**src/rtl/tsc_pkg.sv**
```systemverilog
// tsc_pkg: constants, states and carriers for the transport-stream MAC convergence block.
// assumes one byte clock shared with the MAC sublayer and the modulator/demodulator logic.
package tsc_pkg;
	// packet geometry
	localparam logic [7:0] PKT_LAST = 8'hBB;
	localparam logic [15:0] PAYLOAD_LEN = 16'h00B8;
	localparam logic [7:0] IDX_SYNC = 8'h00;
	localparam logic [7:0] IDX_PID_HI = 8'h01;
	localparam logic [7:0] IDX_PID_LO = 8'h02;
	localparam logic [7:0] IDX_CTRL = 8'h03;
	localparam logic [7:0] IDX_POINTER = 8'h04;
	// header field values and positions
	localparam logic [7:0] SYNC_BYTE = 8'h47;
	localparam logic [7:0] STUFF_BYTE = 8'hFF;
	localparam logic [12:0] MAC_PID = 13'h1FFE;
	localparam logic [12:0] NULL_PID = 13'h1FFF;
	localparam logic [1:0] AFC_PAYLOAD = 2'h1;
	localparam int PSTART_BIT = 6;
	localparam int TEI_BIT = 7;
	localparam int AFC_LSB = 4;
	// sync lock thresholds
	localparam logic [3:0] LOCK_GOOD = 4'h5;
	localparam logic [3:0] LOCK_BAD = 4'h9;
	// apb register map (byte addresses)
	localparam logic [7:0] ADDR_CTRL = 8'h00;
	localparam logic [7:0] ADDR_STATUS = 8'h04;
	localparam logic [7:0] ADDR_TX_PKTS = 8'h08;
	localparam logic [7:0] ADDR_RX_FRAMES = 8'h0C;
	localparam int CTRL_TX_EN = 0;
	localparam int CTRL_RX_EN = 1;
	localparam logic [1:0] CTRL_RESET = 2'h0;
	localparam int STAT_LOCKED = 0;
	localparam int STAT_RX_FRAME = 1;
	localparam int STAT_TX_FRAME = 2;

	typedef enum logic [1:0] {TSC_SYNC_HUNT, TSC_SYNC_CONFIRM, TSC_SYNC_LOCKED} tsc_sync_t;
	typedef enum logic {TSC_DF_HUNT, TSC_DF_FRAME} tsc_df_t;

	// one byte of a MAC frame offered for transmission
	typedef struct packed {
		logic sof;
		logic ts;
		logic [15:0] len;
		logic [7:0] data;
	} tsc_mac_tx_t;

	// one byte towards the modulator or towards the MAC deframer client
	typedef struct packed {
		logic first;
		logic [7:0] data;
	} tsc_byte_t;
endpackage

```
**src/rtl/tsc_top.sv**
```systemverilog
// tsc_top: headend packet framer and modem packet deframer for MAC traffic in transport packets.
// assumes all ports are on pclk; the MAC sublayer keeps a started frame valid byte after byte.
// Contract
// stream is back-to-back 188-byte packets, 4 header bytes then 184 payload.
// every packet starts with sync byte 0x47; receiver aligns on it.
// MAC packets use PID 0x1FFE; only those reach the deframer.
// adaptation field control is 01 on MAC packets; all payload.
// with payload-start flag set, first payload byte is the offset, not data.
// offset byte sits at packet byte five when payload-start flag is one.
// gaps are filled with 0xFF; the modem skips them when hunting.
// frame control byte 0xFF is illegal and counts as filler.
// modem skips exactly the offset count of bytes before hunting.
// headend sets payload-start flag whenever a frame could begin in packet.
// offset points at first new frame or at filler before it.
// frames may start anywhere, span packets, and share a packet.
// offset zero means hunting starts right after the offset byte.
// a frame arriving late may follow filler in the same packet.
// send null packets instead of MAC packets holding only filler.
// offset in a continuing frame's next packet points after its tail.
// timestamp is inserted into the sync message as it leaves.
// lock after five correct sync bytes spaced 188 bytes apart.
// lose lock and re-hunt after nine incorrect sync bytes.
// packet without payload-start flag is all continuation, no offset.
// without lock, discard payload and abandon a partial frame.
`timescale 1ns/1ps
module tsc_top
	import tsc_pkg::*;
(
	// clock and reset
	input wire logic pclk,
	input wire logic presetn,
	// apb slave
	input wire logic psel,
	input wire logic penable,
	input wire logic pwrite,
	input wire logic [7:0] paddr,
	input wire logic [31:0] pwdata,
	output logic [31:0] prdata,
	output logic pready,
	output logic pslverr,
	// mac frames to send
	input wire tsc_pkg::tsc_mac_tx_t mac_tx,
	input wire logic mac_tx_valid,
	output logic mac_tx_ready,
	input wire logic [31:0] ts_count,
	// byte stream to the modulator
	output tsc_pkg::tsc_byte_t phy_tx,
	output logic phy_tx_valid,
	input wire logic phy_tx_ready,
	// byte stream from the demodulator
	input wire logic [7:0] phy_rx_data,
	input wire logic phy_rx_valid,
	// deframed mac bytes
	output tsc_pkg::tsc_byte_t mac_rx,
	output logic mac_rx_valid,
	output logic mac_rx_abort,
	input wire logic mac_rx_eof
);
	import tsc_pkg::*;

	logic [1:0] ctrl_reg, ctrl_next;
	logic [31:0] prdata_reg, prdata_next;
	logic [31:0] tx_pkts_reg, tx_pkts_next, rx_frames_reg, rx_frames_next;
	logic addr_ok;

	// transmit state
	logic [7:0] tx_idx_reg, tx_idx_next;
	logic [3:0] cc_reg, cc_next;
	logic pstart_reg, pstart_next, null_reg, null_next;
	logic [15:0] rem_reg, rem_next;
	logic [1:0] ts_left_reg, ts_left_next;
	logic [31:0] ts_cap_reg, ts_cap_next;
	tsc_byte_t phy_reg, phy_next;
	logic phy_valid_reg, phy_valid_next;
	logic tx_adv, take_mac;
	logic [12:0] pid_sel;
	logic [7:0] tx_byte;

	// receive state
	tsc_sync_t sync_reg, sync_next;
	tsc_df_t df_reg, df_next, df_eff;
	logic [7:0] rx_idx_reg, rx_idx_next, skip_reg, skip_next;
	logic [3:0] good_reg, good_next, bad_reg, bad_next;
	logic hdr_pstart_reg, hdr_pstart_next, pkt_ok_reg, pkt_ok_next;
	logic [4:0] pid_hi_reg, pid_hi_next;
	tsc_byte_t mrx_reg, mrx_next;
	logic mrx_valid_reg, mrx_valid_next, abort_reg, abort_next;
	logic sync_pos, sync_good, locked, payload_pos;

	// register access; answers in the access cycle, data latched in setup
	always_comb begin
		ctrl_next = ctrl_reg;
		prdata_next = prdata_reg;
		addr_ok = (paddr == ADDR_CTRL) || (paddr == ADDR_STATUS) ||
			(paddr == ADDR_TX_PKTS) || (paddr == ADDR_RX_FRAMES);
		if (psel && !penable && !pwrite) begin
			unique case (paddr)
				ADDR_CTRL: prdata_next = {30'h0, ctrl_reg};
				ADDR_STATUS: prdata_next = {29'h0, (rem_reg != 16'h0000),
					(df_reg == TSC_DF_FRAME), locked};
				ADDR_TX_PKTS: prdata_next = tx_pkts_reg;
				ADDR_RX_FRAMES: prdata_next = rx_frames_reg;
				default: prdata_next = 32'h0;
			endcase
		end
		if (psel && penable && pwrite && (paddr == ADDR_CTRL))
			ctrl_next = pwdata[1:0];
	end

	assign pready = 1'b1;
	assign pslverr = psel && penable && !addr_ok;
	assign prdata = prdata_reg;

	// headend framer: continuous packets, byte index walks 0..187
	assign tx_adv = ctrl_reg[CTRL_TX_EN] && (!phy_valid_reg || phy_tx_ready);
	assign pid_sel = null_reg ? NULL_PID : MAC_PID;
	assign take_mac = tx_adv && !null_reg && (tx_idx_reg > IDX_CTRL) &&
		!(pstart_reg && tx_idx_reg == IDX_POINTER) && mac_tx_valid &&
		((rem_reg != 16'h0000) || mac_tx.sof);
	assign mac_tx_ready = take_mac;

	always_comb begin
		tx_idx_next = tx_idx_reg;
		cc_next = cc_reg;
		pstart_next = pstart_reg;
		null_next = null_reg;
		rem_next = rem_reg;
		ts_left_next = ts_left_reg;
		ts_cap_next = ts_cap_reg;
		tx_pkts_next = tx_pkts_reg;
		phy_next = phy_reg;
		phy_valid_next = phy_valid_reg && !phy_tx_ready;
		tx_byte = STUFF_BYTE;
		if (tx_adv) begin
			tx_idx_next = (tx_idx_reg == PKT_LAST) ? IDX_SYNC : tx_idx_reg + 8'h01;
			phy_valid_next = 1'b1;
			if (tx_idx_reg == IDX_SYNC) begin
				tx_byte = SYNC_BYTE;
				// nothing in flight and nothing offered: a null packet keeps the mux free
				null_next = (rem_reg == 16'h0000) && !(mac_tx_valid && mac_tx.sof);
				// flag whenever the running frame ends inside this payload
				pstart_next = !null_next && (rem_reg < PAYLOAD_LEN);
				tx_pkts_next = tx_pkts_reg + 32'h1;
			end else if (tx_idx_reg == IDX_PID_HI) begin
				tx_byte = {1'b0, pstart_reg, 1'b0, pid_sel[12:8]};
			end else if (tx_idx_reg == IDX_PID_LO) begin
				tx_byte = pid_sel[7:0];
			end else if (tx_idx_reg == IDX_CTRL) begin
				tx_byte = {2'b00, AFC_PAYLOAD, cc_reg};
				if (!null_reg)
					cc_next = cc_reg + 4'h1;
			end else if (pstart_reg && tx_idx_reg == IDX_POINTER) begin
				// remaining tail length; zero when no frame is running
				tx_byte = rem_reg[7:0];
			end else if (take_mac) begin
				tx_byte = mac_tx.data;
				rem_next = (rem_reg != 16'h0000) ? rem_reg - 16'h0001 : mac_tx.len - 16'h0001;
				// timestamp goes out as the bytes leave, msb first
				// a frame cut short must not hand its leftover timestamp bytes to the next one
				if (ts_left_reg != 2'h0 && rem_reg != 16'h0000) begin
					tx_byte = ts_cap_reg[{ts_left_reg - 2'h1, 3'h0} +: 8];
					ts_left_next = ts_left_reg - 2'h1;
				end else if (mac_tx.ts) begin
					tx_byte = ts_count[31:24];
					ts_cap_next = ts_count;
					ts_left_next = 2'h3;
				end else begin
					ts_left_next = 2'h0;
				end
			end
			phy_next.first = (tx_idx_reg == IDX_SYNC);
			phy_next.data = tx_byte;
		end
	end

	assign phy_tx = phy_reg;
	assign phy_tx_valid = phy_valid_reg;

	// modem: alignment search and lock
	assign sync_pos = phy_rx_valid && (rx_idx_reg == IDX_SYNC);
	assign sync_good = (phy_rx_data == SYNC_BYTE);
	assign locked = (sync_reg == TSC_SYNC_LOCKED);
	assign payload_pos = phy_rx_valid && locked && pkt_ok_reg && (rx_idx_reg > IDX_CTRL);
	assign df_eff = mac_rx_eof ? TSC_DF_HUNT : df_reg;

	always_comb begin
		sync_next = sync_reg;
		rx_idx_next = rx_idx_reg;
		good_next = good_reg;
		bad_next = bad_reg;
		if (!ctrl_reg[CTRL_RX_EN]) begin
			sync_next = TSC_SYNC_HUNT;
			rx_idx_next = IDX_SYNC;
		end else if (phy_rx_valid) begin
			rx_idx_next = (rx_idx_reg == PKT_LAST) ? IDX_SYNC : rx_idx_reg + 8'h01;
			unique case (sync_reg)
				TSC_SYNC_HUNT: begin
					rx_idx_next = IDX_SYNC;
					if (sync_good) begin
						sync_next = TSC_SYNC_CONFIRM;
						rx_idx_next = IDX_PID_HI;
						good_next = 4'h1;
					end
				end
				TSC_SYNC_CONFIRM: if (sync_pos) begin
					if (!sync_good) begin
						sync_next = TSC_SYNC_HUNT;
						rx_idx_next = IDX_SYNC;
					end else if (good_reg == LOCK_GOOD - 4'h1) begin
						sync_next = TSC_SYNC_LOCKED;
						bad_next = 4'h0;
					end else begin
						good_next = good_reg + 4'h1;
					end
				end
				TSC_SYNC_LOCKED: if (sync_pos) begin
					if (sync_good) begin
						bad_next = 4'h0;
					end else if (bad_reg == LOCK_BAD - 4'h1) begin
						sync_next = TSC_SYNC_HUNT;
						rx_idx_next = IDX_SYNC;
					end else begin
						bad_next = bad_reg + 4'h1;
					end
				end
			endcase
		end
	end

	// modem: header check and deframing
	always_comb begin
		hdr_pstart_next = hdr_pstart_reg;
		pid_hi_next = pid_hi_reg;
		pkt_ok_next = pkt_ok_reg;
		df_next = df_eff;
		skip_next = skip_reg;
		mrx_next = mrx_reg;
		mrx_valid_next = 1'b0;
		abort_next = 1'b0;
		rx_frames_next = rx_frames_reg;
		if (phy_rx_valid && locked) begin
			if (rx_idx_reg == IDX_SYNC) begin
				pkt_ok_next = sync_good;
			end else if (rx_idx_reg == IDX_PID_HI) begin
				hdr_pstart_next = phy_rx_data[PSTART_BIT];
				pid_hi_next = phy_rx_data[4:0];
				pkt_ok_next = pkt_ok_reg && !phy_rx_data[TEI_BIT];
			end else if (rx_idx_reg == IDX_PID_LO) begin
				pkt_ok_next = pkt_ok_reg && ({pid_hi_reg, phy_rx_data} == MAC_PID);
			end else if (rx_idx_reg == IDX_CTRL) begin
				pkt_ok_next = pkt_ok_reg && (phy_rx_data[AFC_LSB +: 2] == AFC_PAYLOAD);
			end
		end
		if (payload_pos) begin
			mrx_next.data = phy_rx_data;
			mrx_next.first = 1'b0;
			if (hdr_pstart_reg && rx_idx_reg == IDX_POINTER) begin
				skip_next = phy_rx_data;
			end else if (skip_reg != 8'h00) begin
				// tail of a running frame passes; otherwise skipped bytes are dropped
				skip_next = skip_reg - 8'h01;
				mrx_valid_next = (df_eff == TSC_DF_FRAME);
				if (skip_reg == 8'h01)
					df_next = TSC_DF_HUNT;
			end else if (df_eff == TSC_DF_FRAME) begin
				mrx_valid_next = 1'b1;
			end else if (phy_rx_data != STUFF_BYTE) begin
				// 0xff is never a frame control byte, so it is filler
				df_next = TSC_DF_FRAME;
				mrx_valid_next = 1'b1;
				mrx_next.first = 1'b1;
				rx_frames_next = rx_frames_reg + 32'h1;
			end
		end
		if (!locked) begin
			// partial frames are abandoned, the client is told once
			abort_next = (df_reg == TSC_DF_FRAME) && !mac_rx_eof;
			df_next = TSC_DF_HUNT;
			skip_next = 8'h00;
			pkt_ok_next = 1'b0;
		end
	end

	assign mac_rx = mrx_reg;
	assign mac_rx_valid = mrx_valid_reg;
	assign mac_rx_abort = abort_reg;

	always_ff @(posedge pclk or negedge presetn) begin
		if (!presetn) begin
			ctrl_reg <= CTRL_RESET;
			prdata_reg <= 32'h0;
			tx_pkts_reg <= 32'h0;
			rx_frames_reg <= 32'h0;
			tx_idx_reg <= IDX_SYNC;
			cc_reg <= 4'h0;
			pstart_reg <= 1'b0;
			null_reg <= 1'b1;
			rem_reg <= 16'h0000;
			ts_left_reg <= 2'h0;
			ts_cap_reg <= 32'h0;
			phy_reg <= '0;
			phy_valid_reg <= 1'b0;
			sync_reg <= TSC_SYNC_HUNT;
			df_reg <= TSC_DF_HUNT;
			rx_idx_reg <= IDX_SYNC;
			skip_reg <= 8'h00;
			good_reg <= 4'h0;
			bad_reg <= 4'h0;
			hdr_pstart_reg <= 1'b0;
			pid_hi_reg <= 5'h00;
			pkt_ok_reg <= 1'b0;
			mrx_reg <= '0;
			mrx_valid_reg <= 1'b0;
			abort_reg <= 1'b0;
		end else begin
			ctrl_reg <= ctrl_next;
			prdata_reg <= prdata_next;
			tx_pkts_reg <= tx_pkts_next;
			rx_frames_reg <= rx_frames_next;
			tx_idx_reg <= tx_idx_next;
			cc_reg <= cc_next;
			pstart_reg <= pstart_next;
			null_reg <= null_next;
			rem_reg <= rem_next;
			ts_left_reg <= ts_left_next;
			ts_cap_reg <= ts_cap_next;
			phy_reg <= phy_next;
			phy_valid_reg <= phy_valid_next;
			sync_reg <= sync_next;
			df_reg <= df_next;
			rx_idx_reg <= rx_idx_next;
			skip_reg <= skip_next;
			good_reg <= good_next;
			bad_reg <= bad_next;
			hdr_pstart_reg <= hdr_pstart_next;
			pid_hi_reg <= pid_hi_next;
			pkt_ok_reg <= pkt_ok_next;
			mrx_reg <= mrx_next;
			mrx_valid_reg <= mrx_valid_next;
			abort_reg <= abort_next;
		end
	end
endmodule

```
**config.mk**
```make
export PLATFORM = sky130hd
export DESIGN_NAME = tsc_top
export DESIGN_NICKNAME = d
export VERILOG_FILES = /design/src/rtl/tsc_pkg.sv /design/src/rtl/tsc_top.sv
export SDC_FILE = /design/constraint.sdc
export NUM_CORES = 1
export LEC_CHECK = 0
export BUFFER_PORTS_ARGS = -buffer_cell sky130_fd_sc_hd__buf_2
export CAP_MARGIN = 10
export CORE_ASPECT_RATIO = 0.75
export CORE_MARGIN = 5
export CORE_UTILIZATION = 35
export CTS_BUF_LIST = sky130_fd_sc_hd__clkbuf_4 sky130_fd_sc_hd__clkbuf_8
export DETAILED_ROUTE_END_ITERATION = 12
export MAX_ROUTING_LAYER = met4
export PLACE_DENSITY_LB_ADDON = 0.08
export SLEW_MARGIN = 20
export SYNTH_ARGS = -nofsm -noshare
export SYNTH_HDL_FRONTEND = slang
export SYNTH_SLANG_ARGS = --single-unit
```
**constraint.sdc**
```tcl
create_clock -name pclk -period 6.9 [get_ports pclk]
set_clock_uncertainty 0.05 [all_clocks]
set_input_delay 0.345 -clock pclk [delete_from_list [all_inputs] [get_ports pclk]]
set_output_delay 0.345 -clock pclk [all_outputs]
set_load 0.05 [all_outputs]
```
* After elaboration in Yosys (flattened, before gate mapping) *
Index checks and enable logic that the tools add are counted.

word-level totals
  register bits after elaboration = 217
  bits of input ports = 115
  output and inout bits = 56
  logic and storage cells = 229

cells by class
  add/subtract/negate cells = 11
  magnitude comparators = 3
  eq/ne operators = 40
  shift-type cells = 1
  muxes and demuxes = 72
  bitwise logic cells = 11
  reductions and logical operators = 64

operators with widths
  cell                                                                           count
  8-bit two-way mux                                                              21
  32-bit case mux with 4 select lines                                            1
  32-bit by 1-bit adder with 32-bit output, second input constant                2
  4-bit two-way mux                                                              10
  8-bit by 2-bit equality test with 1-bit output, second input constant          4
  32-bit by 6-bit indexed part select with 8-bit output                          1
  16-bit by 1-bit subtractor with 16-bit output, second input constant           2
  1-bit logical AND                                                              27
  8-bit by 1-bit equality test with 1-bit output, second input constant          3
  8-bit by 3-bit equality test with 1-bit output, second input constant          3
  8-bit logical NOT                                                              3
  1-bit two-way mux                                                              24
  8-bit case mux with 3 select lines                                             1
  2-bit two-way mux                                                              11
  7-bit AND reduction                                                            3
  8-bit by 1-bit adder with 8-bit output, second input constant                  2
  8-bit by 4-bit equality test with 1-bit output, second input constant          2
  8-bit equality test, second input constant                                     2
  8-bit by 2-bit > comparator with 1-bit output, second input constant           2
  16-bit logical NOT                                                             1
  16-bit by 8-bit less-than comparator with 1-bit output, second input constant  1
  16-bit two-way mux                                                             1
  4-bit case mux with 2 select lines                                             2
  16-bit nonzero test                                                            1
  30 further kinds                                                               72

* Depth between registers and ports, before layout *
Gate-level depths: netlist of the first run.

  depth after elaboration = 14
  mapped depth = 13
  depth with buffers taken out = 10

* Worst setup path after synthesis of the first run *
Ideal clock, no wire load.

  path kind = flip-flop to flip-flop
  start = register rem_reg[5]
  end = register rem_reg[12]
  setup time = 0.134 ns
  arrival = 3.008 ns
  required time = 6.716 ns
  slack = 3.708 ns
  cell stages (with the launch flop) = 14
  path buffers = 3
  cell sequence = dfrtp_1 clkbuf_1 nor4_1 and2_1 and2_1 clkbuf_1 clkbuf_1 a21oi_1 ha_1 nor4b_1 o21ai_0 or3b_2 o21ai_0 o21ai_0

between the ends
  cells in the longest elaborated chain, start to end = 4
  elaborated cells between the ends (all ways) = 6

RTL lines
  what                                                                                   line            source
  start, declared                                                                        tsc_top.sv:70   logic [15:0] rem_reg, rem_next;
  start signal, assigned                                                                 tsc_top.sv:324  rem_reg <= rem_next;
  branches (longest 4 deep; another with 16-bit by 1-bit subtractor with 16-bit output)  -

Parallel ways; which one is timed is not known.
A chain may end at the register's enable or synchronous reset.

* Final worst setup path of the first run *
  start = register rem_reg[3]
  end = register ts_cap_reg[11]

between the ends
  cells in the longest elaborated chain, start to end = 4
  elaborated cells between the ends (all ways) = 6

RTL lines
  what                                                          line                            source
  16-bit nonzero test (*)                                       tsc_top.sv:119, tsc_top.sv:160
  1-bit logical OR / 1-bit logical AND (equally long branches)  tsc_top.sv:119, tsc_top.sv:160
  1-bit logical AND / 1-bit inverter (equally long branches)    -
  9-bit AND reduction (no source line) (*)                      -
  end signal, assigned                                          tsc_top.sv:326                  ts_cap_reg <= ts_cap_next;
  end, declared                                                 tsc_top.sv:72                   logic [31:0] ts_cap_reg, ts_cap_next;

Every way passes the cells marked *; elsewhere a longest branch is shown, timed or not.

==> qor.yml, run 1 <==
diodes: 0
synth_top_flop_cell: "dfrtp_1"
grt_setup_unrepaired: "false"
p_total_mw: 3.18
switchingPower_mw: 1.00
required_ns: 7.27
overflow: 0
grt_pass1_vias: 8788
startpoint_type: "register"
cts_sinks: 217
nets: 1408
netlist_area_sq_mm: 0.0112
synth_top_cells_by_count: "dfrtp_1 (216), nand2_1 (105), o21ai_0 (74)"
leakage_nw: 6.25
yosysMostFrequentCell: "dfrtp_1"
intPower_mw: 2.17
die_w_microns: 217
drc: 0
htree_levels: 2
seq_power_share_pct: 42.8
clockRootBuffer: "clkbuf_8"
antenna_found_initial: 0
place_inst: 1601
syn-num-nets: 1235
stdcell_count: 1705
fp.dieArea_sq_mm: 0.0358
cts_buffer_depth: 3
synthArstFlopShare_pct: 100
ys_warn_count: 0
p_sw_share_pct: 31.6
portBuffers: 139
crit_fanout: 32
dpl.hpwl_microns: 21300
grt_max_degree: 93
area_growth_pct: 19.9
yosys.area.top_type_share_pct: 48.2
worstReg2RegEnd: "ts_cap_reg[11]"
status: "finished, final reports clean"
seq_area_frac_synth_pct: 48.4
cts_tree: "yes"
cp_data_arrival_time_ns: 4.46
whs_endpoint: "pid_hi_reg[0]"
finalWirelength_microns: 30800
clkPwrFrac_pct: 37.9
slew_violations: 0
cts_resized: 0
synthTopCellsByArea: "dfrtp_1 (48%), mux2_2 (6.2%), xnor2_1 (4.8%)"
tightestPinTransition_ns: 1.05
hp-start: "phy_rx_data[0]"
place_congestion: 0.790
synth_cell_type_count: 71
multi_input_area_sq_mm: 0.00548
ant_nets: 0
fillers: 3094
grt_pass1_wl_microns: 49400
hold_buffers: 36
critPathCaptureType: "register"
hold-path-cell-count: 2
viasPerCell: 5.28
max_freq_mhz: 245
min_period_ns: 4.08
start_util_pct: 35.6
criticalPathCategory: "reg2reg"
reg2reg_depth: 6
core-area_sq_mm: 0.0315
synth_top_area_cell: "dfrtp_1"
cts_setup_buffers: 0
dr.first_iter.drc_count: 579
die_y_microns: 165
reg2reg_slack_ns: 2.82
clock_latency_ns: 0.55
hp-class: "in2reg"
hold_violations: 0
post_drt_wl_per_cell_microns: 18.0
powerDensity_mw_per_mm2: 236
num_vias: 9001
tns_ns: 0
cts.clk_slew.worst_paths_ns: 0.07
synth_area_per_cell_sq_um: 10.2
maxCapViolCount: 0
fin_area_sq_mm: 0.0134
share_comb_of_total_power_pct: 19.3
placed_area_sq_mm: 0.0123
r2r_start: "rem_reg[3]"
finalWorstSetupSlack_ns: 2.82
pre_cts_slack_ns: 2.81
io_pins: 171
max-vdd-ir-drop_v: 0.000155
slew_headroom_pct: 29.2
synth_cells: 1098
drtPass1Iterations: 7
drive_gt1_share_pct: 24.1
fp-row-count: 56
cts-buffers-inserted: 38
finalSetupViolations: 0
grt_usage_pct: 17.5
fin_crit_sh_pct: 59.1
regArea_sq_mm: 0.00543
ys_ff_latch: 217
synth_edf_count: 0
## stage by stage
stage | hold slack, ns | util (%)
6_report | 0.0559 | 42.7
5_1_grt | 0.0351 | 42.7
4_1_cts | 0.0200 | 42.7
3_5_place_dp | 0.354 | 39.2
3_3_place_gp | 0.356 | 39.2
2_1_floorplan | -0.000591 | -
## metal layers
layer  vias to the layer above  track usage [%]  share of wire (%)
met5                         -                -                  0
met4                         0             3.90                1.0
met3                        25             3.43                4.8
met2                       204             24.4                 42
met1                      4404             26.4                 52
li1                       4368                -                  -
## critical path, stage by stage, from the launching register on
cell	delay (ns)
dfrtp_1	0.45
nor4_1	0.67
and3_1	0.51
and2_1	0.71
nand2_1	0.24
a21oi_4	0.88
mux2_2	0.43
## worst max-delay path by stage
stage | start | endpoint | depth (start not counted)
CTS | rem_reg[3] | ts_cap_reg[11] | 6
global route | rem_reg[3] | ts_cap_reg[18] | 6
floorplan | rem_reg[5] | rem_reg[12] | 13
finish | rem_reg[3] | ts_cap_reg[11] | 6
detailed placement | rem_reg[3] | ts_cap_reg[11] | 6
global placement | rem_reg[3] | ts_cap_reg[2] | 6
## layout make-up
class | instances | area share [%]
Timing Repair Buffer | 189 | 8.71
Clock buffer | 56 | 5.08
Multi-Input combinational cell | 796 | 40.7
Sequential cell | 217 | 40.4
Clock inverter | 12 | 0.512
Inverter | 29 | 0.809
Tap cell | 406 | 3.78
## cells in the final DEF, fill, tap and decap left out, types with 13 or more instances in the layout
| master | n |
|---|---|
| o21ai_0 | 73 |
| nor3_1 | 23 |
| nand4_1 | 37 |
| nor4_1 | 14 |
| xnor2_1 | 61 |
| mux2i_1 | 13 |
| inv_1 | 29 |
| clkbuf_8 | 42 |
| a22oi_1 | 30 |
| ha_1 | 22 |
| a21oi_1 | 36 |
| nand2_1 | 105 |
| buf_4 | 14 |
| mux2_2 | 62 |
| nand3_1 | 58 |
| and3_1 | 23 |
| clkbuf_4 | 14 |
| dfrtp_1 | 216 |
| and4_1 | 14 |
| nor2_1 | 61 |
| dlygate4sd3_1 | 36 |
| buf_2 | 138 |
## power groups by stage
stage	combinational [mW]	clock [mW]	sequential, mW
6_report	0.614	1.20	1.36
5_1_grt	0.685	1.31	1.36
4_1_cts	0.618	1.25	1.36
3_5_place_dp	0.599	0	1.38
3_3_place_gp	0.597	0	1.38
2_1_floorplan	0.371	0	1.41
## kinds of logic after synthesis
group | Yosys count | synth area share (%)
AO/OA/AOI/OAI | 224 | 13.1
XOR/XNOR | 73 | 5.70
adder cells (fa/ha/maj) | 22 | 2.46
buffers and inverters | 85 | 3.00
flip-flops | 217 | 48.4
multiplexers | 84 | 9.20
other | 1 | 0.0334
AND/OR/NAND/NOR | 392 | 18.1
Note: power is estimated with default switching activity, not from simulation.
==> run 2, diff against run 1 <==
==> constraint.sdc (replaced) <==
create_clock -name pclk -period 3.3 [get_ports pclk]
set_clock_uncertainty 0.05 [all_clocks]
set_input_delay 0.165 -clock pclk [delete_from_list [all_inputs] [get_ports pclk]]
set_output_delay 0.165 -clock pclk [all_outputs]
set_load 0.05 [all_outputs]
==> run 2 against run 1 <==
Compared with the run above: cell area is 4.0% higher; count of clock-buffer cells in the layout is 1 higher; die area stayed put; global-route usage is 0.52 points higher.
==> qor.yml, run 2 (same netlist as run 1, synthesis figures left out) <==
status: "finished, final reports clean"
clockRootBuffer: "clkbuf_8"
diodes: 0
grt_pass1_vias: 9168
cts_buffer_depth: 3
p_total_mw: 6.76
slew_headroom_pct: 39.8
finalSetupViolations: 0
overflow: 0
drc: 0
cts-buffers-inserted: 39
cp_data_arrival_time_ns: 2.88
mostFrequentLayoutCell: "dfrtp_1"
criticalPathCategory: "reg2out"
die_y_microns: 165
post_drt_wl_per_cell_microns: 17.9
critPathCaptureType: "output port"
maxCapViolCount: 0
area_growth_pct: 24.7
leakage_nw: 6.51
finalWirelength_microns: 31400
crit_fanout: 12
tightestPinTransition_ns: 0.901
place_congestion: 0.848
max-vdd-ir-drop_v: 0.000360
wl_met3_microns: 1690
powerDensity_mw_per_mm2: 484
startpoint_type: "register"
grt_max_degree: 84
antenna_found_initial: 0
fin_crit_sh_pct: 93.9
pre_cts_slack_ns: 0.394
wl_met1_microns: 16100
required_ns: 3.08
wl_met2_microns: 13100
ant_nets: 0
hp-class: "in2reg"
start_util_pct: 35.6
htree_levels: 2
clock_latency_ns: 0.57
num_vias: 9251
tns_ns: 0
hold_violations: 0
slew_violations: 0
die_w_microns: 217
cts_sinks: 217
max_freq_mhz: 323
cts_tree: "yes"
fp.dieArea_sq_mm: 0.0358
core-area_sq_mm: 0.0315
drtPass1Iterations: 4
dpl.hpwl_microns: 21700
reg2reg_depth: 11
hold-path-cell-count: 5
grt_usage_pct: 18.1
dr.first_iter.drc_count: 563
drive_gt1_share_pct: 25.2
fillers: 3069
viasPerCell: 5.27
cts.clk_slew.worst_paths_ns: 0.05
highest_layer: "met4"
fp-row-count: 56
postLayoutCoreUtil_pct: 44.4
grt_pass1_wl_microns: 50900
min_period_ns: 3.10
final_cell_mix: "dfrtp_1 (216), buf_2 (138), nand2_1 (105)"
finalWorstSetupSlack_ns: 0.202
portBuffers: 139
io_pins: 171
nets: 1465
## run 2: cell types whose count changed in the layout (fill, tap and decap cells not counted), sizes merged
cell and change:
clkbuf +1, dlygate4sd3 +25, clkinvlp -1, buf +31, clkinv -7, inv +1
## run 2: metal layers
metal | track usage (%) | vias up
li1 | - | 4475
met1 | 26.8 | 4520
met2 | 25.2 | 204
met3 | 4.07 | 52
met4 | 4.07 | 0
met5 | - | -
## run 2: final timing paths
kind                        startpoint           end  slack [ns]
setup / recovery           rem_reg[13]  mac_tx_ready        0.20
hold / removal               mac_tx[9]    rem_reg[3]        0.06
setup reg to reg            rem_reg[9]    rem_reg[6]        0.37
hold reg to reg             prdata[25]    prdata[25]        0.42
max in group asynchronous      presetn    prdata[18]        2.21
min in group asynchronous      presetn     mac_rx[3]        0.15
## run 2: power breakdown
part	switching [mW]	internal [mW]
logic	0.872	0.551
registers	0.0812	2.75
clock network	1.15	1.36
total	2.10	4.66
## run 2: area by class of cell
| cell class | instances | area [sq um] | share of cell area, % |
|---|---|---|---|
| Clock buffer | 57 | 703 | 5.03 |
| Clock inverter | 5 | 38.8 | 0.277 |
| Inverter | 29 | 113 | 0.806 |
| Multi-Input combinational cell | 796 | 5480 | 39.2 |
| Sequential cell | 217 | 5430 | 38.9 |
| Tap cell | 406 | 508 | 3.63 |
| Timing Repair Buffer | 245 | 1700 | 12.2 |
## run 2: per-stage QoR
step | hold WS (ns) | cell area, sq um | std cells
finish | 0.0618 | 14000 | 1755
global route | 0.0583 | 14000 | 1755
CTS | 0.00681 | 13900 | 1750
detailed placement | 0.174 | 12600 | 1627
global placement | 0.174 | 12600 | 1627
floorplan | -0.181 | 11200 | 1098
## run 2: timing repair
action / 4_1_cts / 5_1_grt
hold buffers: 61 / 0
hold endpoints to repair: 158 / 0
setup endpoints to repair: 0 / 1
buffers inserted: 0 / 5
gates resized for setup: 0 / 2
## run 2: worst max-delay path, cell delays in order (launching register included)
cell and delay (ns):
dfrtp_1 0.41, nor3_1 0.45, and3_1 0.25, buf_4 0.18
nand2_1 0.26, o21ai_2 0.27, clkinvlp_4 0.24, buf_2 0.27
